**src/core/lrx_map.svh**
```systemverilog
// Constants for the literal/return/exclusive-OR execution block
`ifndef LRX_MAP_SVH
`define LRX_MAP_SVH

// Opcode masks and match values (14-bit instruction word)
`define LRX_MASK_LIT2 14'h3c00
`define LRX_MASK_LIT3 14'h3f00
`define LRX_MASK_FULL 14'h3fff
`define LRX_MASK_NOP 14'h3f9f
`define LRX_OP_LOADLIT 14'h3000
`define LRX_OP_LITRET 14'h3400
`define LRX_OP_XORLIT 14'h3a00
`define LRX_OP_XORFILE 14'h0600
`define LRX_OP_SUBRET 14'h0008
`define LRX_OP_IRQRET 14'h0009
`define LRX_OP_NOP 14'h0000

// Operand field positions
`define LRX_LIT_MSB 7
`define LRX_LIT_LSB 0
`define LRX_FADDR_MSB 6
`define LRX_FADDR_LSB 0
`define LRX_DEST_BIT 7

// Position of the global interrupt enable in the interrupt control register
`define LRX_IRQEN_BIT 7

// Reset values
`define LRX_W_RST 8'h00
`define LRX_PC_RST 13'h0000
`define LRX_IRQEN_RST 1'b0
`define LRX_Z_RST 1'b0
`define LRX_FADDR_RST 7'h00
`define LRX_WDATA_RST 8'h00

// Instruction cycles of a return operation
`define LRX_RET_CYCLES 2

`endif

```
**src/core/lrx_pkg.sv**
```systemverilog
// Types shared by the execution block and its decoder
`default_nettype none
package lrx_pkg;

   typedef logic [7:0] lrx_byte_t;
   typedef logic [12:0] lrx_pc_t;
   typedef logic [13:0] lrx_instr_t;
   typedef logic [6:0] lrx_faddr_t;

   // Operations this block executes
   typedef enum logic [2:0] {
      LRX_NOP,
      LRX_LOADLIT,
      LRX_LITRET,
      LRX_SUBRET,
      LRX_IRQRET,
      LRX_XORLIT,
      LRX_XORFILE,
      LRX_UNKNOWN
   } lrx_op_e;

   // Sequencer states
   typedef enum logic [1:0] {
      LRX_ST_IDLE,
      LRX_ST_RET2,
      LRX_ST_FREAD
   } lrx_state_e;

endpackage : lrx_pkg
`default_nettype wire

```
**src/core/lrx_decode.sv**
```systemverilog
// Instruction decoder for the literal/return/exclusive-OR execution block
`timescale 1ns/1ps
`default_nettype none
`include "lrx_map.svh"

module lrx_decode (
   // Instruction word
   input wire lrx_pkg::lrx_instr_t instr_i,
   // Decoded fields
   output lrx_pkg::lrx_op_e op_o,
   output lrx_pkg::lrx_byte_t literal_o,
   output lrx_pkg::lrx_faddr_t faddr_o,
   output logic dest_file_o
);
   import lrx_pkg::*;

   // Masked opcode compare, used for every pattern
   function automatic logic op_match(input lrx_instr_t word, input lrx_instr_t mask,
                                     input lrx_instr_t value);
      op_match = ((word & mask) == value);
   endfunction : op_match

   // Classify the word; unlisted opcodes fall to unknown
   always_comb begin
      if (op_match(instr_i, `LRX_MASK_LIT2, `LRX_OP_LOADLIT)) begin
         op_o = LRX_LOADLIT;
      end else if (op_match(instr_i, `LRX_MASK_LIT2, `LRX_OP_LITRET)) begin
         op_o = LRX_LITRET;
      end else if (op_match(instr_i, `LRX_MASK_LIT3, `LRX_OP_XORLIT)) begin
         op_o = LRX_XORLIT;
      end else if (op_match(instr_i, `LRX_MASK_LIT3, `LRX_OP_XORFILE)) begin
         op_o = LRX_XORFILE;
      end else if (op_match(instr_i, `LRX_MASK_FULL, `LRX_OP_SUBRET)) begin
         op_o = LRX_SUBRET;
      end else if (op_match(instr_i, `LRX_MASK_FULL, `LRX_OP_IRQRET)) begin
         op_o = LRX_IRQRET;
      end else if (op_match(instr_i, `LRX_MASK_NOP, `LRX_OP_NOP)) begin
         op_o = LRX_NOP;
      end else begin
         op_o = LRX_UNKNOWN;
      end
   end

   // Operand fields sit at fixed positions for all formats
   assign literal_o = instr_i[`LRX_LIT_MSB:`LRX_LIT_LSB];
   assign faddr_o = instr_i[`LRX_FADDR_MSB:`LRX_FADDR_LSB];
   assign dest_file_o = instr_i[`LRX_DEST_BIT];

endmodule : lrx_decode
`default_nettype wire

```
**src/core/lrx_exec.sv**
```systemverilog
// Execution unit for literal load, no-op, returns and exclusive-OR operations
`timescale 1ns/1ps
`default_nettype none
`include "lrx_map.svh"

module lrx_exec (
   // Clock and reset
   input wire logic mclk_i,
   input wire logic rst_i,
   // Instruction issue
   input wire logic instr_valid_i,
   input wire lrx_pkg::lrx_instr_t instr_i,
   output logic instr_ready_o,
   output logic retire_o,
   output logic illegal_o,
   // Hardware stack
   input wire lrx_pkg::lrx_pc_t stack_top_i,
   output logic stack_pop_o,
   // File register port
   output lrx_pkg::lrx_faddr_t file_addr_o,
   input wire lrx_pkg::lrx_byte_t file_rdata_i,
   output logic file_we_o,
   output lrx_pkg::lrx_byte_t file_wdata_o,
   // Interrupt control
   input wire logic irq_en_clear_i,
   output logic global_irq_enable_o,
   // Core state
   output lrx_pkg::lrx_byte_t work_o,
   output logic zero_flag_o,
   output lrx_pkg::lrx_pc_t pc_o
);
   import lrx_pkg::*;

   // Decoded instruction
   lrx_op_e op;
   lrx_byte_t literal;
   lrx_faddr_t faddr;
   logic dest_file;

   // Sequencer and architectural state
   lrx_state_e state_r, state_nxt;
   lrx_byte_t work_r, work_nxt;
   logic zero_r, zero_nxt;
   logic irq_en_r, irq_en_nxt;
   lrx_pc_t pc_r, pc_nxt;
   logic dest_file_r, dest_file_nxt;
   lrx_faddr_t faddr_r, faddr_nxt;

   // Registered strobes and port values
   logic ready_r, ready_nxt;
   logic retire_r, retire_nxt;
   logic illegal_r, illegal_nxt;
   logic pop_r, pop_nxt;
   logic we_r, we_nxt;
   lrx_byte_t wdata_r, wdata_nxt;

   // Scratch result of the file exclusive-OR
   lrx_byte_t xor_res;

   // Program counter advance, wraps at the top of the space
   function automatic lrx_pc_t pc_inc(input lrx_pc_t pc);
      pc_inc = pc + 13'h0001;
   endfunction : pc_inc

   // Zero test shared by both exclusive-OR forms
   function automatic logic is_zero(input lrx_byte_t value);
      is_zero = (value == 8'h00);
   endfunction : is_zero

   // Opcode classification
   lrx_decode lrx_decode_i (
      .instr_i(instr_i),
      .op_o(op),
      .literal_o(literal),
      .faddr_o(faddr),
      .dest_file_o(dest_file)
   );

   // Next-state logic of the sequencer and the core state
   always_comb begin
      state_nxt = state_r;
      work_nxt = work_r;
      zero_nxt = zero_r;
      irq_en_nxt = irq_en_r;
      pc_nxt = pc_r;
      dest_file_nxt = dest_file_r;
      faddr_nxt = faddr_r;
      retire_nxt = 1'b0;
      illegal_nxt = 1'b0;
      pop_nxt = 1'b0;
      we_nxt = 1'b0;
      wdata_nxt = wdata_r;
      xor_res = work_r ^ file_rdata_i;
      // Interrupt entry clears the enable; an interrupt return in the same cycle overrides below
      if (irq_en_clear_i) begin
         irq_en_nxt = 1'b0;
      end
      case (state_r)
         LRX_ST_IDLE: begin
            // Words offered while ready is low are dropped, not held; this also
            // refuses the first cycle after reset, where ready is still low
            if (instr_valid_i && ready_r) begin
               case (op)
                  LRX_LOADLIT: begin
                     work_nxt = literal;
                     pc_nxt = pc_inc(pc_r);
                     retire_nxt = 1'b1;
                  end
                  LRX_NOP: begin
                     pc_nxt = pc_inc(pc_r);
                     retire_nxt = 1'b1;
                  end
                  LRX_XORLIT: begin
                     work_nxt = work_r ^ literal;
                     zero_nxt = is_zero(work_r ^ literal);
                     pc_nxt = pc_inc(pc_r);
                     retire_nxt = 1'b1;
                  end
                  LRX_XORFILE: begin
                     // File data is read on the next cycle, so hold address and destination
                     faddr_nxt = faddr;
                     dest_file_nxt = dest_file;
                     state_nxt = LRX_ST_FREAD;
                  end
                  LRX_LITRET: begin
                     work_nxt = literal;
                     pc_nxt = stack_top_i;
                     pop_nxt = 1'b1;
                     state_nxt = LRX_ST_RET2;
                  end
                  LRX_SUBRET: begin
                     pc_nxt = stack_top_i;
                     pop_nxt = 1'b1;
                     state_nxt = LRX_ST_RET2;
                  end
                  LRX_IRQRET: begin
                     pc_nxt = stack_top_i;
                     pop_nxt = 1'b1;
                     irq_en_nxt = 1'b1;
                     state_nxt = LRX_ST_RET2;
                  end
                  default: begin
                     // Not ours: flag it and leave all state alone
                     illegal_nxt = 1'b1;
                  end
               endcase
            end
         end
         LRX_ST_RET2: begin
            retire_nxt = 1'b1;
            state_nxt = LRX_ST_IDLE;
         end
         LRX_ST_FREAD: begin
            if (dest_file_r) begin
               we_nxt = 1'b1;
               wdata_nxt = xor_res;
            end else begin
               work_nxt = xor_res;
            end
            zero_nxt = is_zero(xor_res);
            pc_nxt = pc_inc(pc_r);
            retire_nxt = 1'b1;
            state_nxt = LRX_ST_IDLE;
         end
         default: begin
            state_nxt = LRX_ST_IDLE;
         end
      endcase
      // Ready is registered, so it tracks the state being entered
      ready_nxt = (state_nxt == LRX_ST_IDLE);
   end

   // State registers; every output is taken from here
   always_ff @(posedge mclk_i) begin
      if (rst_i) begin
         state_r <= LRX_ST_IDLE;
         work_r <= `LRX_W_RST;
         zero_r <= `LRX_Z_RST;
         irq_en_r <= `LRX_IRQEN_RST;
         pc_r <= `LRX_PC_RST;
         dest_file_r <= 1'b0;
         faddr_r <= `LRX_FADDR_RST;
         ready_r <= 1'b0;
         retire_r <= 1'b0;
         illegal_r <= 1'b0;
         pop_r <= 1'b0;
         we_r <= 1'b0;
         wdata_r <= `LRX_WDATA_RST;
      end else begin
         state_r <= state_nxt;
         work_r <= work_nxt;
         zero_r <= zero_nxt;
         irq_en_r <= irq_en_nxt;
         pc_r <= pc_nxt;
         dest_file_r <= dest_file_nxt;
         faddr_r <= faddr_nxt;
         ready_r <= ready_nxt;
         retire_r <= retire_nxt;
         illegal_r <= illegal_nxt;
         pop_r <= pop_nxt;
         we_r <= we_nxt;
         wdata_r <= wdata_nxt;
      end
   end

   // Port assignments, all straight from flip-flops
   assign instr_ready_o = ready_r;
   assign retire_o = retire_r;
   assign illegal_o = illegal_r;
   assign stack_pop_o = pop_r;
   assign file_addr_o = faddr_r;
   assign file_we_o = we_r;
   assign file_wdata_o = wdata_r;
   assign global_irq_enable_o = irq_en_r;
   assign work_o = work_r;
   assign zero_flag_o = zero_r;
   assign pc_o = pc_r;

endmodule : lrx_exec
`default_nettype wire

```
**config.mk**
```make
export PLATFORM = sky130hd
export DESIGN_NAME = lrx_exec
export DESIGN_NICKNAME = d
export VERILOG_FILES = /design/src/core/lrx_pkg.sv /design/src/core/lrx_decode.sv /design/src/core/lrx_exec.sv
export VERILOG_INCLUDE_DIRS = /design/src /design/src/core
export SDC_FILE = /design/constraint.sdc
export NUM_CORES = 1
export LEC_CHECK = 0
export ABC_AREA = 1
export CORE_ASPECT_RATIO = 0.7
export CORE_UTILIZATION = 55
export CTS_BUF_LIST = sky130_fd_sc_hd__clkbuf_2
export CTS_CLUSTER_SIZE = 40
export DETAILED_ROUTE_END_ITERATION = 10
export DONT_BUFFER_PORTS = 1
export HOLD_SLACK_MARGIN = 0.02
export MAX_ROUTING_LAYER = met4
export PLACE_DENSITY = 0.74
export RECOVER_POWER = 50
export SYNTH_ARGS = -nofsm -noshare
export SYNTH_HDL_FRONTEND = slang
export SYNTH_HIERARCHICAL = 1
export SYNTH_SLANG_ARGS = --single-unit
```
**constraint.sdc**
```tcl
create_clock -name mclk_i -period 3.7 [get_ports mclk_i]
set_clock_uncertainty 0.05 [all_clocks]
set_input_delay 0.925 -clock mclk_i [delete_from_list [all_inputs] [get_ports mclk_i]]
set_output_delay 0.925 -clock mclk_i [all_outputs]
set_load 0.01 [all_outputs]
```
# Word level (Yosys, flattened, before mapping)

Cells that the tools add are included.

Output and inout port bits: 43
Bits in registers: 46
Word-level logic and storage cells: 88
Input bits: 39

Reduce and logical (&&, ||, !) cells: 20
Bitwise gates (word level): 5
Mux-type cells: 30
Add/subtract/negate cells: 1
Equality and inequality tests: 19

Operators by type and width:

| operator                                              | count |
|---|---|
| one-hot mux 13 bit (2 select lines)                   | 2 |
| one-hot mux 8 bit (2 select lines)                    | 2 |
| equality test 14 x 4 -> 1 bit (second input constant) | 2 |
| two-way mux 3 bit                                     | 7 |
| logical NOT 8 bit                                     | 2 |
| two-way mux 8 bit                                     | 2 |
| XOR 8 bit                                             | 2 |
| logical NOT 14 bit                                    | 1 |
| adder 13 x 1 -> 13 bit (second input constant)        | 1 |
| two-way mux 13 bit                                    | 1 |
| two-way mux 1 bit                                     | 11 |
| equality test 3 bit (second input constant)           | 3 |
| AND reduction 3 bit                                   | 3 |
| OR reduction 3 bit                                    | 3 |
| equality test 4 bit (second input constant)           | 2 |
| OR reduction 7 bit                                    | 1 |
| equality test 3 x 2 -> 1 bit (second input constant)  | 2 |
| equality test 6 x 3 -> 1 bit (second input constant)  | 1 |
| equality test 6 bit (second input constant)           | 1 |
| OR reduction 2 bit                                    | 3 |
| logical NOT 2 bit                                     | 2 |
| two-way mux 2 bit                                     | 2 |
| != test 2 bit (second input constant)                 | 2 |
| one-hot mux 1 bit (2 select lines)                    | 2 |
| other kinds (13)                                      | 15 |

# Longest topological paths before layout

Depth in word-level cells: 14
Gate-level depth with buffers: 19
Gate-level depth less buffers: 17

# Hierarchy

Netlist, hierarchy kept.

Modules (own cells, without submodules):

| module     | instances | seq. area each (µm²) | area an instance (µm²) | cells an instance |
|---|---|---|---|---|
| lrx_exec   | 1         | 920.9                | 2,668.8                | 424 |
| lrx_decode | 1         | 0.0                  | 300.3                  | 59 |

# Least setup slack after synthesis

Ideal clock, no wire load.

Kind: input to register
Start point: input instr_i[8]
End point: register pc_r[8], in the netlist pc_o[8]
Arrival time: 2.483 ns
Slack: 1.035 ns
Data required time: 3.518 ns
Buffers on the path: 2
Library setup time: 0.132 ns
Cell stages on the path: 12
Path through: or2_1 nor2_2 nand2_2 nand3_2 nand2_1 buf_2 a21oi_2 nand2_1 buf_2 or2_2 nand3_1 a21oi_1

Longest elaborated chain between the ends: 13
Elaborated cells between the ends (all ways): 25
Those cells by class: eq/ne: 10; mux: 10; reduce/logical: 5

Ends and longest elaborated chain:

| element                                           | line             | text |
|---|---|---|
| start, declared                                   | lrx_exec.sv:12   | `input wire lrx_pkg::lrx_instr_t instr_i,` |
| logical NOT 14 bit                                | lrx_decode.sv:20 | `op_match = ((word & mask) == value);` |
| two-way mux 3 bit                                 | lrx_decode.sv:37 | `` end else if (op_match(instr_i, `LRX_MASK_NOP, `LRX_OP_NOP)) begin `` |
| two-way mux 3 bit                                 | lrx_decode.sv:35 | `` end else if (op_match(instr_i, `LRX_MASK_FULL, `LRX_OP_IRQRET)) begin `` |
| two-way mux 3 bit                                 | lrx_decode.sv:33 | `` end else if (op_match(instr_i, `LRX_MASK_FULL, `LRX_OP_SUBRET)) begin `` |
| two-way mux 3 bit                                 | lrx_decode.sv:31 | `` end else if (op_match(instr_i, `LRX_MASK_LIT3, `LRX_OP_XORFILE)) begin `` |
| two-way mux 3 bit *                               | lrx_decode.sv:29 | `` end else if (op_match(instr_i, `LRX_MASK_LIT3, `LRX_OP_XORLIT)) begin `` |
| two-way mux 3 bit *                               | lrx_decode.sv:27 | `` end else if (op_match(instr_i, `LRX_MASK_LIT2, `LRX_OP_LITRET)) begin `` |
| two-way mux 3 bit *                               | lrx_decode.sv:25 | `` if (op_match(instr_i, `LRX_MASK_LIT2, `LRX_OP_LOADLIT)) begin `` |
| via op[1]                                         | lrx_exec.sv:35   | `lrx_op_e op;` |
| equality test 3 bit, or another cell as far along | lrx_exec.sv:103  | `case (op)` |
| OR reduction 3 bit (no line)                      | -                |  |
| one-hot mux 13 bit (2 select lines)               | lrx_exec.sv:103  |  |
| two-way mux 13 bit                                | lrx_exec.sv:102  | `if (instr_valid_i && ready_r) begin` |
| one-hot mux 13 bit (2 select lines)               | lrx_exec.sv:98   | `case (state_r)` |
| end signal, assigned                              | lrx_exec.sv:180  | `` pc_r <= `LRX_PC_RST; `` |
| end signal, assigned                              | lrx_exec.sv:194  | `pc_r <= pc_nxt;` |
| end, declared                                     | lrx_exec.sv:45   | `lrx_pc_t pc_r, pc_nxt;` |

The timed path passes the listed nets; every way through them passes the cells marked *. The select of a mux whose other input is x is not followed.
A chain may end at the register's enable or synchronous reset.

# Final worst setup path

Ends and elaborated chain as after synthesis.

==> results.cfg <==
[status]
status = completed

[die]
core_mm2 = 0.00499
die_x_um = 89.8
die_h_um = 63.5
ioPinCount = 82
row_count = 21
start_util = 0.595
die_area_mm2 = 0.00570

[power_and_ir_drop]
clkPwrFrac = 0.320
irDropWorstVdd_uv = 158
p_leak_uw = 0.00134
switching_share = 0.281
finalPower_uw = 909
p_per_area_mw_per_mm2 = 310
power_frac_seq = 0.571
p_int_uw = 654
power_frac_comb = 0.110
p_sw_uw = 255

[sta]
max_slew_margin = 0.512
fin_crit_sh = 0.752
tns_ns = 0
fmax_mhz = 359
setup_viol = 0
rsz0062_at_grt = false
slew_viol_final = 0
fin_crit_ns = 2.78
hold_violations = 0
worst_pin_slew_ns = 0.733

[synth]
synth_area_mm2 = 0.00297
yosys.cell_types.count = 33
synth_seq_area_share = 0.310
synth_warnings = 6
ys_seq_elements = 46
synth_top_area_frac = 0.310
syn_inst = 483
synthTopCellsByArea = dfxtp_1 (31%), nand2_1 (16%), nor2_1 (11%), inv_1 (6.4%), nand3_1 (5.6%)
yosys.area.top_type = dfxtp_1
synth_nets = 526
avgSynthCellArea_um2 = 6.15

[setup_path]
worst_setup_path_end_kind = flop
cp.arrival_ns = 3.08
path_common_cell = nand2_1
cp_max_fo = 20
critical_path_class = input pin to flop
crit_path_top_delay_cell = nand2_1
cp_data_required_time_ns = 4.00
critPathLaunchType = input pin
cp_cell_sequence = or2_1 > nor2_1 > nand2_1 > nand3_2 > nand2_1 > a21oi_2 > nand2_1 > or2_2 > nand3_1 > a21oi_1
cpPeakStageDelay_ns = 0.46

[clocking]
clkTransAtPathRegs_ns = 0.25
post_cts.repair.setup_buffers = 0
htree_levels = 2
cts_buffer_depth = 2
cts_tree = done
root_buffer = clkbuf_2
cts_sinks = 46
clock_latency_ns = 0.41
cts_resized = 0
holdBufCountCts = 0
cts_made_buffers = 5

[global_routing]
grt_max_degree = 27
grt_pass1_wl_um = 11800
antenna_found_initial = 0
grt_usage = 0.265
grt_pass1_vias = 2590
overflow = 0

[finish]
syn_to_final_growth_pct = -1.18
antenna_cells = 0
fin_nets = 505
nFillCells = 535
final_common_cell = nand2_1
drive_gt1_frac = 0.0475
most-common-layout-cells = nand2_1 (129), nor2_1 (85), inv_1 (51)
instances_no_fill = 532

[job]
drv_cap = 0

[routing]
drt_first_pass_iters = 5
via_count = 2869
drc_errors = 0
drtAntennaViolNets = 0
drt-met1-wl_um = 3460
wl_met3_um = 605
wl_per_cell_um = 13.2
routed-wl-met2_um = 2890
vias_per_cell = 5.39
first_iter_violations = 191
routed_wl_um = 7000
top_layer = met4

[placed_design]
numPortBuffers = 0
dp_hpwl_um = 5260
place.gp.congestion = 0.900
place_inst = 524

[min_path]
min_path_type = input pin to flop
[worst max-delay path: cells and delay by family]
family	cells	cell delay, ns
AND/OR/NAND/NOR	8	1.74
AO/OA/AOI/OAI	2	0.42
[synthesized netlist by cell type (all sizes together)]
cell type,number
nand2,129
o21ai,39
dfxtp,46
ha,4
or2,6
inv,54
nand3b,10
buf,25
nor3,3
o21a,1
a21oi,24
xnor2,7
o22ai,1
nand4,3
nand3,34
xor2,5
clkbuf,4
nor2,87
a31oi,1
[power by group through the flow]
stage	Combinational (µW)	Sequential [µW]	Clock [µW]
after CTS	99.5	519	298
after global placement	96.4	527	0
after detailed placement	98.9	528	0
after floorplan	101	525	0
after global routing	115	521	319
final	99.8	519	290
[routing by layer]
metal	vias up	GRT usage
met4	0	0.0533
met2	120	0.384
met5	-	-
met1	1276	0.368
li1	1467	-
met3	6	0.0700
[registers in the layout, indices dropped and copies added, names as in the netlist, 2 cells and up]
name and count:
state_r 2, file_addr_o 7, pc_o 13, work_o 8, file_wdata_o 8
[cell type report]
cell class / count / area, µm² / share of cell area
multi-input cells: 354 / 1650 / 0.561
flip-flops and latches: 46 / 921 / 0.314
inverters: 54 / 203 / 0.0691
well taps: 69 / 86.3 / 0.0294
clock inverters: 3 / 45.0 / 0.0154
clock buffers: 5 / 25.0 / 0.00853
repair buffers: 1 / 7.51 / 0.00256
[worst paths after layout]
kind	slack, ns	cells past startpoint	endpoint	start
max reg2reg	1.26	7	pc_o[8]	state_r[0]
max	0.92	10	pc_o[8]	instr_i[8]
min	0.48	1	pc_o[7]	rst_i
min reg2reg	0.50	2	global_irq_enable_o	global_irq_enable_o
[through the flow]
step                      utilization  area (µm²)  setup WS [ns]  hold WS, ns
after CTS                       0.589        2940           1.05        0.450
after floorplan                     -        2970           1.03        0.428
after detailed placement        0.575        2870          0.549        0.451
after global routing            0.588        2930          0.755        0.414
after global placement          0.575        2870          0.663        0.446
final                           0.588        2930          0.917        0.483
[cell families (layout without fill, tap and decap cells)]
logic type,Yosys count,after routing,share of synthesized area
compound gates,66,66,0.116
xor+xnor,12,12,0.0354
fa+ha+maj,4,4,0.0169
buf+inv,83,63,0.134
flops,46,46,0.310
simple gates,272,272,0.388
(Power assumes the default switching activity.)
